--- config.mk ---
export PLATFORM = sky130hd
export DESIGN_NAME = rx_port_page_select
export DESIGN_NICKNAME = d
export VERILOG_FILES = /design/src/page_pkg.sv /design/src/page_if.sv /design/src/pkt_labeller.sv /design/src/rx_port_page_select.sv
export SDC_FILE = /design/constraint.sdc
export NUM_CORES = 1
export LEC_CHECK = 0
export BUFFER_PORTS_ARGS = -buffer_cell sky130_fd_sc_hd__buf_2
export CORE_AREA = 2 2 110 112
export DETAILED_ROUTE_END_ITERATION = 12
export DIE_AREA = 0 0 112 114
export PLACE_DENSITY = 0.76
export SETUP_SLACK_MARGIN = 0.05
export SKIP_CTS_REPAIR_TIMING = 1
export SYNTH_ARGS = -nofsm -noshare
export SYNTH_HDL_FRONTEND = slang
export SYNTH_HIERARCHICAL = 1
export SYNTH_SLANG_ARGS = --single-unit
--- constraint.sdc ---
create_clock -name sys_clk_i -period 3.5 [get_ports sys_clk_i]
set_input_delay 0.7 -clock sys_clk_i [delete_from_list [all_inputs] [get_ports sys_clk_i]]
set_output_delay 0.7 -clock sys_clk_i [all_outputs]
set_load 0.05 [all_outputs]
--- src/page_pkg.sv ---
// Constants and types for the receive port paging block
`default_nettype none
package page_pkg;
    localparam int unsigned NUM_PORTS         = 4;
    localparam int unsigned NUM_SRC           = 5;   // Local I2C plus one back-channel per port
    localparam logic [7:0]  ADDR_EMBED        = 8'h4B;
    localparam logic [7:0]  ADDR_PAGING       = 8'h4C;
    localparam logic [7:0]  PAGED_LO_A        = 8'h4D;
    localparam logic [7:0]  PAGED_HI_A        = 8'h7F;
    localparam logic [7:0]  PAGED_LO_B        = 8'hD0;
    localparam logic [7:0]  PAGED_HI_B        = 8'hDF;
    localparam logic [7:0]  EMBED_RST         = 8'h12;
    localparam logic [5:0]  EMBED_CODE_RST    = 6'h12;
    localparam int unsigned CONN_MSB          = 7;
    localparam int unsigned CONN_LSB          = 6;
    localparam int unsigned RSEL_MSB          = 5;
    localparam int unsigned RSEL_LSB          = 4;
    localparam int unsigned WEN_MSB           = 3;
    localparam int unsigned CNT_MSB           = 7;
    localparam int unsigned CNT_LSB           = 6;
    localparam int unsigned CODE_MSB          = 5;
    localparam logic [1:0]  LINES_OFF         = 2'h0;
    localparam logic [2:0]  SRC_LOCAL         = 3'h0;
    typedef enum logic [1:0] {
        PKT_IDLE  = 2'b00,
        PKT_FRAME = 2'b01,
        PKT_DONE  = 2'b11
    } pkt_state_t;

    // Ranges of per-port registers
    function automatic logic is_paged(input logic [7:0] a);
        return (a >= PAGED_LO_A && a <= PAGED_HI_A) || (a >= PAGED_LO_B && a <= PAGED_HI_B) || a == ADDR_EMBED;
    endfunction

    // Back-channel source n carries port n-1
    function automatic logic [1:0] src_port(input logic [2:0] s);
        return (s == SRC_LOCAL) ? 2'h0 : 2'(s - 3'h1);
    endfunction
endpackage
`default_nettype wire

--- src/page_if.sv ---
// Per-port embedded type settings passed to the packet labeller
`default_nettype none
interface page_if;
    import page_pkg::*;
    logic [7:0] embed_cfg;
    logic       raw_mode;
    logic       frame_start;
    logic       long_pkt;
    logic [5:0] video_type;
    logic [5:0] out_type;
    modport regs   (output embed_cfg, raw_mode, frame_start, long_pkt, video_type, input out_type);
    modport labeller (input embed_cfg, raw_mode, frame_start, long_pkt, video_type, output out_type);
endinterface
`default_nettype wire

--- src/pkt_labeller.sv ---
// Relabels the first long packets of a raw-mode frame with the embedded type
`default_nettype none
module pkt_labeller
    import page_pkg::*;
(
    input  wire logic sys_clk_i,   // Clock
    input  wire logic sys_rst_i,   // Async reset, high
    page_if.labeller  lnk          // Settings and packet stream
);
    pkt_state_t state_r, state_nxt;
    logic [1:0] seen_r, seen_nxt;
    logic [1:0] lines;
    logic       override;

    always_comb begin
        lines     = lnk.embed_cfg[CNT_MSB:CNT_LSB];
        state_nxt = state_r;
        seen_nxt  = seen_r;
        case (state_r)
            PKT_IDLE,
            PKT_DONE: begin
                if (lnk.frame_start) begin
                    state_nxt = PKT_FRAME;
                    seen_nxt  = 2'h0;
                end
            end
            PKT_FRAME: begin
                if (lnk.frame_start) begin
                    seen_nxt = 2'h0;
                end else if (lnk.long_pkt) begin
                    seen_nxt = seen_r + 2'h1;
                    if (seen_r + 2'h1 >= lines) begin
                        state_nxt = PKT_DONE;
                    end
                end
            end
            default: begin
                state_nxt = PKT_IDLE;
            end
        endcase
        // Count applies from the packet that follows frame start
        override = lnk.raw_mode
                && lines != LINES_OFF
                && state_r == PKT_FRAME && seen_r < lines;
        lnk.out_type = override ? lnk.embed_cfg[CODE_MSB:0] : lnk.video_type;
    end

    always_ff @(posedge sys_clk_i or posedge sys_rst_i) begin
        if (sys_rst_i) begin
            state_r <= PKT_IDLE;
            seen_r  <= 2'h0;
        end else begin
            state_r <= state_nxt;
            seen_r  <= seen_nxt;
        end
    end
endmodule
`default_nettype wire

--- src/rx_port_page_select.sv ---
// Receive port paging and per-port embedded type override
`default_nettype none
module rx_port_page_select
    import page_pkg::*;
#(
    parameter int unsigned PORTS = NUM_PORTS
) (
    input  wire logic                 sys_clk_i,        // Clock
    input  wire logic                 sys_rst_i,        // Async reset, high
    input  wire logic                 acc_valid_i,      // Register access strobe
    input  wire logic                 acc_write_i,      // 1 write, 0 read
    input  wire logic [2:0]           acc_src_i,        // 0 local I2C, 1..4 back-channel port 0..3
    input  wire logic [7:0]           acc_addr_i,       // Register offset
    input  wire logic [7:0]           acc_wdata_i,      // Write data
    input  wire logic [7:0]           shared_rdata_i,   // Read data of shared registers
    input  wire logic [PORTS*8-1:0]   port_rdata_i,     // Read data of other paged registers per port
    output logic                      shared_we_o,      // Write strobe to shared registers
    output logic [PORTS-1:0]          port_we_o,        // Write strobe per port block
    output logic [7:0]                acc_rdata_o,      // Read data, registered
    output logic                      acc_rvalid_o,     // Read data valid
    input  wire logic [PORTS-1:0]     raw_mode_i,       // Port receives raw data
    input  wire logic [PORTS-1:0]     frame_start_i,    // Frame start per port
    input  wire logic [PORTS-1:0]     long_pkt_i,       // Long packet per port
    input  wire logic [PORTS*6-1:0]   video_type_i,     // Normal raw video type per port
    output logic [PORTS*6-1:0]        pkt_type_o        // Data type applied per port
);
    logic [1:0]       rsel_r   [NUM_SRC];
    logic [1:0]       rsel_nxt [NUM_SRC];
    logic [PORTS-1:0] wen_r    [NUM_SRC];
    logic [PORTS-1:0] wen_nxt  [NUM_SRC];
    logic [7:0]       embed_r   [PORTS];
    logic [7:0]       embed_nxt [PORTS];
    logic [7:0]       rdata_r, rdata_nxt;
    logic             rvalid_r, rvalid_nxt;
    logic [1:0]       cur_rsel;
    logic [PORTS-1:0] cur_wen;
    logic             paged;

    // Default paging of a source
    function automatic logic [PORTS-1:0] wen_default(input logic [2:0] s);
        logic [PORTS-1:0] v;
        v = '0;
        if (s != SRC_LOCAL) begin
            v[src_port(s)] = 1'b1;
        end
        return v;
    endfunction

    always_comb begin
        cur_rsel = rsel_r[acc_src_i];
        cur_wen  = wen_r[acc_src_i];
        paged    = is_paged(acc_addr_i);
        for (int s = 0; s < NUM_SRC; s++) begin
            rsel_nxt[s] = rsel_r[s];
            wen_nxt[s]  = wen_r[s];
        end
        for (int p = 0; p < PORTS; p++) begin
            embed_nxt[p] = embed_r[p];
        end
        shared_we_o = 1'b0;
        port_we_o   = '0;
        rvalid_nxt  = acc_valid_i && !acc_write_i;
        rdata_nxt   = rdata_r;
        if (acc_valid_i && acc_write_i) begin
            if (acc_addr_i == ADDR_PAGING) begin
                // Only the issuing source's copy changes
                rsel_nxt[acc_src_i] = acc_wdata_i[RSEL_MSB:RSEL_LSB];
                wen_nxt[acc_src_i]  = acc_wdata_i[WEN_MSB:0];
            end else if (paged) begin
                port_we_o = cur_wen;
                if (acc_addr_i == ADDR_EMBED) begin
                    for (int p = 0; p < PORTS; p++) begin
                        if (cur_wen[p]) begin
                            embed_nxt[p] = acc_wdata_i;
                        end
                    end
                end
            end else begin
                shared_we_o = 1'b1;
            end
        end
        if (acc_valid_i && !acc_write_i) begin
            if (acc_addr_i == ADDR_PAGING) begin
                rdata_nxt = {src_port(acc_src_i), cur_rsel, cur_wen};
            end else if (acc_addr_i == ADDR_EMBED) begin
                rdata_nxt = embed_r[cur_rsel];
            end else if (paged) begin
                rdata_nxt = port_rdata_i[cur_rsel*8 +: 8];
            end else begin
                rdata_nxt = shared_rdata_i;
            end
        end
    end

    always_ff @(posedge sys_clk_i or posedge sys_rst_i) begin
        if (sys_rst_i) begin
            for (int s = 0; s < NUM_SRC; s++) begin
                rsel_r[s] <= src_port(3'(s));
                wen_r[s]  <= wen_default(3'(s));
            end
            for (int p = 0; p < PORTS; p++) begin
                embed_r[p] <= EMBED_RST;
            end
            rdata_r  <= 8'h00;
            rvalid_r <= 1'b0;
        end else begin
            for (int s = 0; s < NUM_SRC; s++) begin
                rsel_r[s] <= rsel_nxt[s];
                wen_r[s]  <= wen_nxt[s];
            end
            for (int p = 0; p < PORTS; p++) begin
                embed_r[p] <= embed_nxt[p];
            end
            rdata_r  <= rdata_nxt;
            rvalid_r <= rvalid_nxt;
        end
    end

    assign acc_rdata_o  = rdata_r;
    assign acc_rvalid_o = rvalid_r;

    // One labeller per receive port
    for (genvar p = 0; p < PORTS; p++) begin : g_port
        page_if lnk ();
        assign lnk.embed_cfg   = embed_r[p];
        assign lnk.raw_mode    = raw_mode_i[p];
        assign lnk.frame_start = frame_start_i[p];
        assign lnk.long_pkt    = long_pkt_i[p];
        assign lnk.video_type  = video_type_i[p*6 +: 6];
        assign pkt_type_o[p*6 +: 6] = lnk.out_type;
        pkt_labeller u_lab (
            .sys_clk_i (sys_clk_i),
            .sys_rst_i (sys_rst_i),
            .lnk       (lnk)
        );
    end
endmodule
`default_nettype wire

# == Word-level counts from Yosys, hierarchy flattened ==
# Index checks and enable logic that the tools add are counted.
# totals
mem_bits_ro,0
latch_bits,0
mem_bits_rw,0
in_bits,99
out_inout_bits,38
n_memories,0
ff_bits,87
# classes
bitwise_logic,3
n_addsub,5
n_mux,65
multipliers,0
div_mod_pow,0
magnitude_cmp,15
reduce_logical,50
shifts,1
n_eq_ne,30
# op_table
operator,count
two-way mux 2 bit,32
two-way mux 8 bit,5
case mux 2 bit (2 select lines),8
indexed part select 32 x 6 -> 8 bit,1
two-way mux 4 bit,6
two-way mux 6 bit,4
"inequality test 2 bit, second input constant",12
bitwise mux 20 bit,1
AND reduction 5 bit,4
logical AND 1 bit,17
binary-select mux 8 bit (select 2 bit),1
"== test 8 x 7 -> 1 bit, second input constant",2
AND reduction 4 bit,4
nonzero test 2 bit,8
binary-select mux 4 bit (select 3 bit),1
demux 4 bit (select 3 bit),1
"inequality test 3 bit, second input constant",4
AND reduction 3 bit,4
bitwise mux 10 bit,1
"adder 2 x 1 -> 2 bit, second input constant",4
"== test 2 x 1 -> 1 bit, second input constant",4
"== test 2 bit, second input constant",4
greater-or-equal comparator 2 bit,4
"greater-or-equal comparator 8 x 7 -> 1 bit, second input constant",1
other kinds (21),36

# == Depth between registers and ports, before layout ==
# Gate-level depths: netlist of run 1.
# depth
word_depth,10
ltp_mapped,8

# == Cells and area by module ==
# Netlist of run 1, hierarchy kept.
# modules_own_cells
module,cells_per_inst,instances,area_per_inst_um2
rx_port_page_select,316,1,3846.2
pkt_labeller,46,4,449.2

# == Least setup slack after synthesis of run 1 ==
# Ideal clock, no wire load.
# synth_timing
path_type,input port to output port
from,in acc_addr_i[7]
to,out shared_we_o
arrival_time_ns,2.768
path_stages,5
path_slack_ns,0.032
t_required_ns,2.800
cell_sequence,nand3b_4 -> or3_4 -> nor2_1 -> clkbuf_1 -> nor4_1
# synth_between
elab_chain_cells,7
word_cells_on_any_way,13
classes_between,order compare: 4; eq/ne: 2; mux: 3; reduce/logical: 4
# synth_rtl
item,line_no,text
start: declaration,rx_port_page_select.sv:13,"input wire logic [7:0] acc_addr_i,"
"greater-or-equal comparator 8 x 7 -> 1 bit, or another cell as far along",page_pkg.sv:32,return (a >= PAGED_LO_A && a <= PAGED_HI_A) || (a >= PAGED_LO_B && a <= PAGED_HI_B) || a == ADDR_EMBED;
logical AND 1 bit,page_pkg.sv:32,
logical OR 1 bit (2 in a row),page_pkg.sv:32,
two-way mux 1 bit,rx_port_page_select.sv:69,end else if (paged) begin
two-way mux 1 bit (*),rx_port_page_select.sv:65,if (acc_addr_i == ADDR_PAGING) begin
two-way mux 1 bit (*),rx_port_page_select.sv:64,if (acc_valid_i && acc_write_i) begin
end: declaration,rx_port_page_select.sv:17,"output logic shared_we_o,"
# Every way passes the cells marked *; elsewhere a longest branch is shown, timed or not.

# == Worst setup path after layout of run 1 ==
# layout_timing
from,reg g_port[2].u_lab.seen_r[0]
to,out pkt_type_o[17]
# layout_between
elab_chain_cells,3
# layout_rtl
item,line_no,text
start: declaration,pkt_labeller.sv:11,"logic [1:0] seen_r, seen_nxt;"
start signal: assignment,pkt_labeller.sv:54,seen_r <= seen_nxt;
< comparator 2 bit,pkt_labeller.sv:44,&& state_r == PKT_FRAME && seen_r < lines;
logical AND 1 bit,pkt_labeller.sv:44,
two-way mux 6 bit,pkt_labeller.sv:45,lnk.out_type = override ? lnk.embed_cfg[CODE_MSB:0] : lnk.video_type;
end: declaration,rx_port_page_select.sv:25,output logic [PORTS*6-1:0] pkt_type_o
# Every way passes these cells.

==> run metrics, run 1 <==
Root Buffer=clkbuf_16; vias in the first global route=4,777; Clock Tree Buf Depth=2; core area=0.0117 sq mm; Final HPWL DP=12,200 microns; Post-route DRC=0; std cell rows=40; Mapped Area=0.00564 sq mm; Reg2Reg Depth=6; status=finished, final reports clean; CTS tree=built; dpl cells=779; DRT Pass-1 Iters=5; Non-Filler Instances=795; via/cell ratio=5.95; pin slew with the least headroom to its limit=885 ps; Remaining Overflow, GRT=0; layout cell share with drive strength beyond 1=46.8%; post-synthesis register bit count=87; Die ar.=0.0128 sq mm; pwr/cell area=460 mW/mm^2; Total Power=3.15 mW; first-pass GRT wire length=25,200 microns; post-synthesis async set-or-reset flop share=100%; Diodes inserted=0; Worst-path clk slew=60 ps; Final Hold Vio Count=0; Nets=766; wire per inst=20.1 microns; Cells after Synth=500; GRT Overall Usage=25.2%; VDD IR-drop max=0.209 mV; Placer Congestion=0.865; Fillers=1,001; DRT iter0 DRCs=303; sequential-to-total area share from yosys stat=38.9%; Leak=3.22 nW; FF-to-FF setup slack=1070 ps; total nets after synthesis=623; largest net degree at the start of global routing=72; CP required=2800 ps; Synth-to-Final Area Change=21.6%; number of synthesized flops with an enable pin=0; CTS sink count=87; Die Wd=112 microns; RSZ-0062 raised after global routing=false; crit path max fanout=8; initial core utilization=48.2%; most frequent cells in the layout=buf_2, mux2_2, dfrtp_1, inv_1, ha_1; critical path type=flop to output pin; reg2reg start=rsel_r[1]; Worst EP arrival=2520 ps; max-cap viol count=0; Slew Viols, Final=0; Port Buf Inserts=136; I/O pin cnt=137; Final ANT Viol Nets=0; synth unique cells=61; final setup TNS=0 ps; CP Capture Type=output pin; nature of the critical path startpoint=flop; H-tree levels=3; hold crit path type=primary input to asynchronous set/reset pin; syn_area_per_cell=11.3 sq um; post-route minimum period=3220 ps; Die Ht=114 microns; final hold slack=291 ps; fin crit share=91.9%; Max Clk Rate=0.311 GHz; fin util=58.6%; Final Skew=9.49 ps; Yosys warnings=6; FF-to-FF End=acc_rdata_o[4]; Post-synth top flop=dfrtp_1; # setup viols final=0; CTS Buf Count=9; Max-slew headroom=41.0%; most common cell after layout, fill and taps aside=buf_2; initial antenna violation count=0; Clock Latency Late Sink=350 ps; WL final=16,000 microns; routed vias=4,731
[worst max-delay path, stage by stage (launching register included)]
cell,delay (ps)
dfrtp_1,470
inv_1,90
ha_1,150
inv_1,60
a2111oi_4,750
mux2_2,440
buf_2,220
[state kept, by name, indices dropped and copies added, names as in the netlist]
signal	count
rsel_r	10
acc_rvalid_o	1
g_port.u_lab/state_r	8
g_port.u_lab/seen_r	8
g_port.lnk.embed_cfg	32
wen_r	20
acc_rdata_o	8
[final cells by class]
| type | count | area, sq um | share of cell area (%) |
|---|---|---|---|
| clock buffer | 11 | 253 | 3.68 |
| clock inverter | 5 | 80.1 | 1.17 |
| inverter | 32 | 120 | 1.75 |
| multi-input combinational | 367 | 3270 | 47.7 |
| sequential | 87 | 2200 | 32.0 |
| tap | 147 | 184 | 2.68 |
| timing repair buffer | 146 | 756 | 11.0 |
[power breakdown]
part           switching (mW)  leakage (nW)  internal (mW)
combinational           0.525          1.95          0.398
sequential             0.0810          1.11           1.08
clock                   0.407         0.158          0.663
[through the flow]
step | setup slack (ps) | cell area, sq um
after floorplan | 99.3 | 5650
after global placement | 463 | 6530
after CTS | 293 | 6860
final | 285 | 6860
after global routing | 219 | 6860
after detailed placement | 357 | 6530
[Yosys cell counts (all sizes together), types with 3 or more instances]
| cell type | number | area share, % |
|---|---|---|
| mux2 | 91 | 18 |
| dfrtp | 71 | 31 |
| inv | 32 | 2.1 |
| nor2 | 25 | 1.9 |
| ha | 24 | 5.3 |
| o21ai | 22 | 2.0 |
| nand2 | 19 | 1.5 |
| dfstp | 16 | 7.5 |
| a21oi | 13 | 1.2 |
| mux2i | 13 | 2.3 |
| nor2b | 13 | 1.4 |
| nand2b | 12 | 1.3 |
| a211oi | 11 | 1.5 |
| a31oi | 11 | 1.2 |
| and3 | 10 | 1.1 |
| a21o | 8 | 1.1 |
| buf | 8 | 0.71 |
| mux4 | 7 | 2.8 |
| nand3 | 7 | 0.62 |
| a2111oi | 6 | 2.3 |
| clkbuf | 6 | 0.40 |
| a221oi | 5 | 0.78 |
| nor3 | 5 | 0.64 |
| nor4bb | 5 | 0.89 |
| a21bo | 4 | 0.71 |
| a21boi | 4 | 0.53 |
| a22oi | 4 | 0.53 |
| nor4b | 4 | 0.62 |
| o21bai | 4 | 0.53 |
| o2bb2ai | 4 | 0.62 |
| xor2 | 4 | 0.62 |
| a221o | 3 | 0.53 |
| nor3b | 3 | 0.89 |
| o221ai | 3 | 0.47 |
| o41a | 3 | 0.60 |
[layer usage]
metal / track usage [%] / vias up / routed length (microns)
met5: 0 / - / 0
met4: 9.67 / 0 / 302
met3: 3.88 / 26 / 1040
met2: 42.1 / 204 / 7750
met1: 33.5 / 2343 / 6890
li1: - / 2158 / -
[worst max-delay path by stage]
stage,start,endpoint,slack (ps),cells after the start
after floorplan,acc_addr_i[5],port_we_o[0],100,5
after global routing,g_port[2].lnk.embed_cfg[7],pkt_type_o[17],220,5
after detailed placement,acc_addr_i[5],port_we_o[0],360,7
final,g_port[2].u_lab/seen_r[0],pkt_type_o[17],280,6
after CTS,g_port[2].u_lab/seen_r[0],pkt_type_o[17],290,6
after global placement,acc_addr_i[5],port_we_o[0],460,7
[cell families after synthesis]
family | synth area share, %
flip-flops | 38.9
multiplexers | 23.3
AND/OR/NAND/NOR | 12.5
buffers and inverters | 3.24
adder cells (fa/ha/maj) | 5.32
XOR/XNOR | 0.621
AO/OA/AOI/OAI | 16.1
Note: power is estimated with default switching activity, not from simulation.
==> inputs of run 2 (changes only) <==
- CORE_AREA: 2 2 110 112 -> 2 2 84 146
- DIE_AREA: 0 0 112 114 -> 0 0 86 148
- clock period: 3.5 -> 3.9 ns (I/O delays scaled with it)
==> run 2 against run 1 <==
Worst setup slack gained 250 ps; largest cell class unchanged; combinational power shrank 11%; largest power group unchanged; global-route usage grew 1.9 points; sequential power shrank 10%; critical path type is now primary input to output pin; count of clock-buffer cells in the layout shrank 2.
==> run metrics, run 2 (same netlist as run 1, synthesis figures left out) <==
CP required=3120 ps (+320 ps); Port Buf Inserts=136 (unchanged); final setup TNS=0 ps (unchanged); core area=0.0115 sq mm (-1.7%); family with the most delay on the worst path=simple AND/OR/NAND/NOR gates; initial antenna violation count=0 (unchanged); initial core utilization=49.0% (+0.82 points); Remaining Overflow, GRT=0 (unchanged); std cell rows=52 (+30%); fin crit share=86.4%; layout cell share with drive strength beyond 1=46.4% (-0.40 points); dpl cells=764 (-1.9%); pwr/cell area=400 mW/mm^2 (-13%); FF-to-FF End=acc_rdata_o[0]; RSZ-0062 raised after global routing=false; most common cell after layout, fill and taps aside=buf_2; Diodes inserted=0 (unchanged); CTS sink count=87 (unchanged); Final HPWL DP=13,100 microns (+7.8%); max FFs per register=32 (unchanged); Root Buffer=clkbuf_16; status=finished, final reports clean; nature of the critical path startpoint=primary input; Final Hold Vio Count=0 (unchanged); Worst EP arrival=2590 ps (+70 ps); Placer Congestion=0.989 (+14%); hold crit path type=primary input to asynchronous set/reset pin; largest net degree at the start of global routing=55 (-24%); critical path type=primary input to output pin; first-pass GRT wire length=26,200 microns (+3.9%); CP Capture Type=output pin; FF-to-FF setup slack=1360 ps (+290 ps); Leak=3.19 nW (-0.87%); I/O pin cnt=137 (unchanged); pin slew with the least headroom to its limit=761 ps (-125 ps); Non-Filler Instances=780 (-1.9%); reg2reg start=rsel_r[4]; Clock Latency Late Sink=350 ps (about the same); crit path max fanout=10 (+2); post-route minimum period=3370 ps; Max-slew headroom=48.9% (+7.9 points); DRT iter0 DRCs=334 (+10%); worst path cell trace=buf_2 -> nand2b_1 -> a221oi_1 -> nor2_1 -> or3_1 -> nor2_1 -> buf_2; delay of the slowest cell on the worst path=440 ps (-310 ps); CTS tree=built; Max Clk Rate=0.297 GHz; Nets=763 (-0.39%); Post-route DRC=0 (unchanged); VDD IR-drop max=0.336 mV (+61%); Slew Viols, Final=0 (unchanged); CTS Buf Count=9 (unchanged); Worst Path Buf+Inv=2 (-1); max-cap viol count=0 (unchanged); Worst-path clk slew=70 ps (about the same); most frequent cells in the layout=buf_2, mux2_2, dfrtp_1, inv_1, ha_1; GRT Overall Usage=27.1% (+1.9 points); Die Ht=148 microns (+30%); CP max-delay cell=or3_1; WL final=16,800 microns (+5.2%); Synth-to-Final Area Change=20.0%; Final Skew=6.58 ps (-2.91 ps); Die Wd=86 microns (-23%); # setup viols final=0 (unchanged); routed vias=4,797 (+1.4%); Fillers=979 (-2.2%); via/cell ratio=6.15 (+3.3%); wire per inst=21.6 microns (+7.2%); Crit path depth=7 (+1); Reg2Reg Depth=7 (+1); Clock Tree Buf Depth=2 (unchanged); vias in the first global route=5,049 (+5.7%); H-tree levels=3 (unchanged); Final ANT Viol Nets=0 (unchanged); DRT Pass-1 Iters=6 (+1); Die ar.=0.0127 sq mm (-0.31%)
## run 2: area by class of cell
class / count / area (sq um) / area share [%]
multi-input combinational: 367 / 3260 / 48.2
sequential: 87 / 2200 / 32.5
timing repair buffer: 143 / 733 / 10.8
clock buffer: 9 / 225 / 3.33
tap: 135 / 169 / 2.49
inverter: 32 / 120 / 1.77
clock inverter: 7 / 62.6 / 0.924
## run 2: power breakdown
part | switching, mW | internal [mW]
clock | 0.394 | 0.446
sequential | 0.0744 | 0.968
combinational | 0.470 | 0.355
total | 0.939 | 1.77
## run 2: worst max-delay path by stage
stage / from / endpoint / slack [ps]
finish: acc_addr_i[5] / port_we_o[1] / 530
global placement: acc_addr_i[2] / port_we_o[3] / 630
detailed placement: acc_addr_i[5] / port_we_o[1] / 580
CTS: acc_addr_i[5] / port_we_o[1] / 570
global route: acc_addr_i[2] / port_we_o[0] / 410
floorplan: acc_addr_i[7] / shared_we_o / 270
## run 2: per-layer routing
metal	GRT usage, %	vias to the layer above	wire [microns]
met5	0	-	0
met1	28.8	2365	5740
met3	3.96	66	843
li1	-	2156	-
met2	49.6	210	9380
met4	15.4	0	850
## run 2: worst register-to-register path: cells and delay by family, from the launching register on
family / cells / cell delay, ps
compound gates: 2 / 400
buf+inv: 1 / 240
flops: 1 / 540
mux: 2 / 620
simple gates: 2 / 620
## run 2: through the flow
stage / util (%) / power [mW] / instance area [sq um] / hold WS, ps / setup slack, ps
2_1_floorplan: - / 1.65 / 5640 / 452 / 272
3_3_place_gp: 56.3 / 1.83 / 6480 / 483 / 630
3_5_place_dp: 56.3 / 1.87 / 6480 / 497 / 576
4_1_cts: 58.8 / 2.71 / 6770 / 381 / 566
5_1_grt: 58.8 / 2.84 / 6770 / 385 / 413
6_report: 58.8 / 2.71 / 6770 / 367 / 530
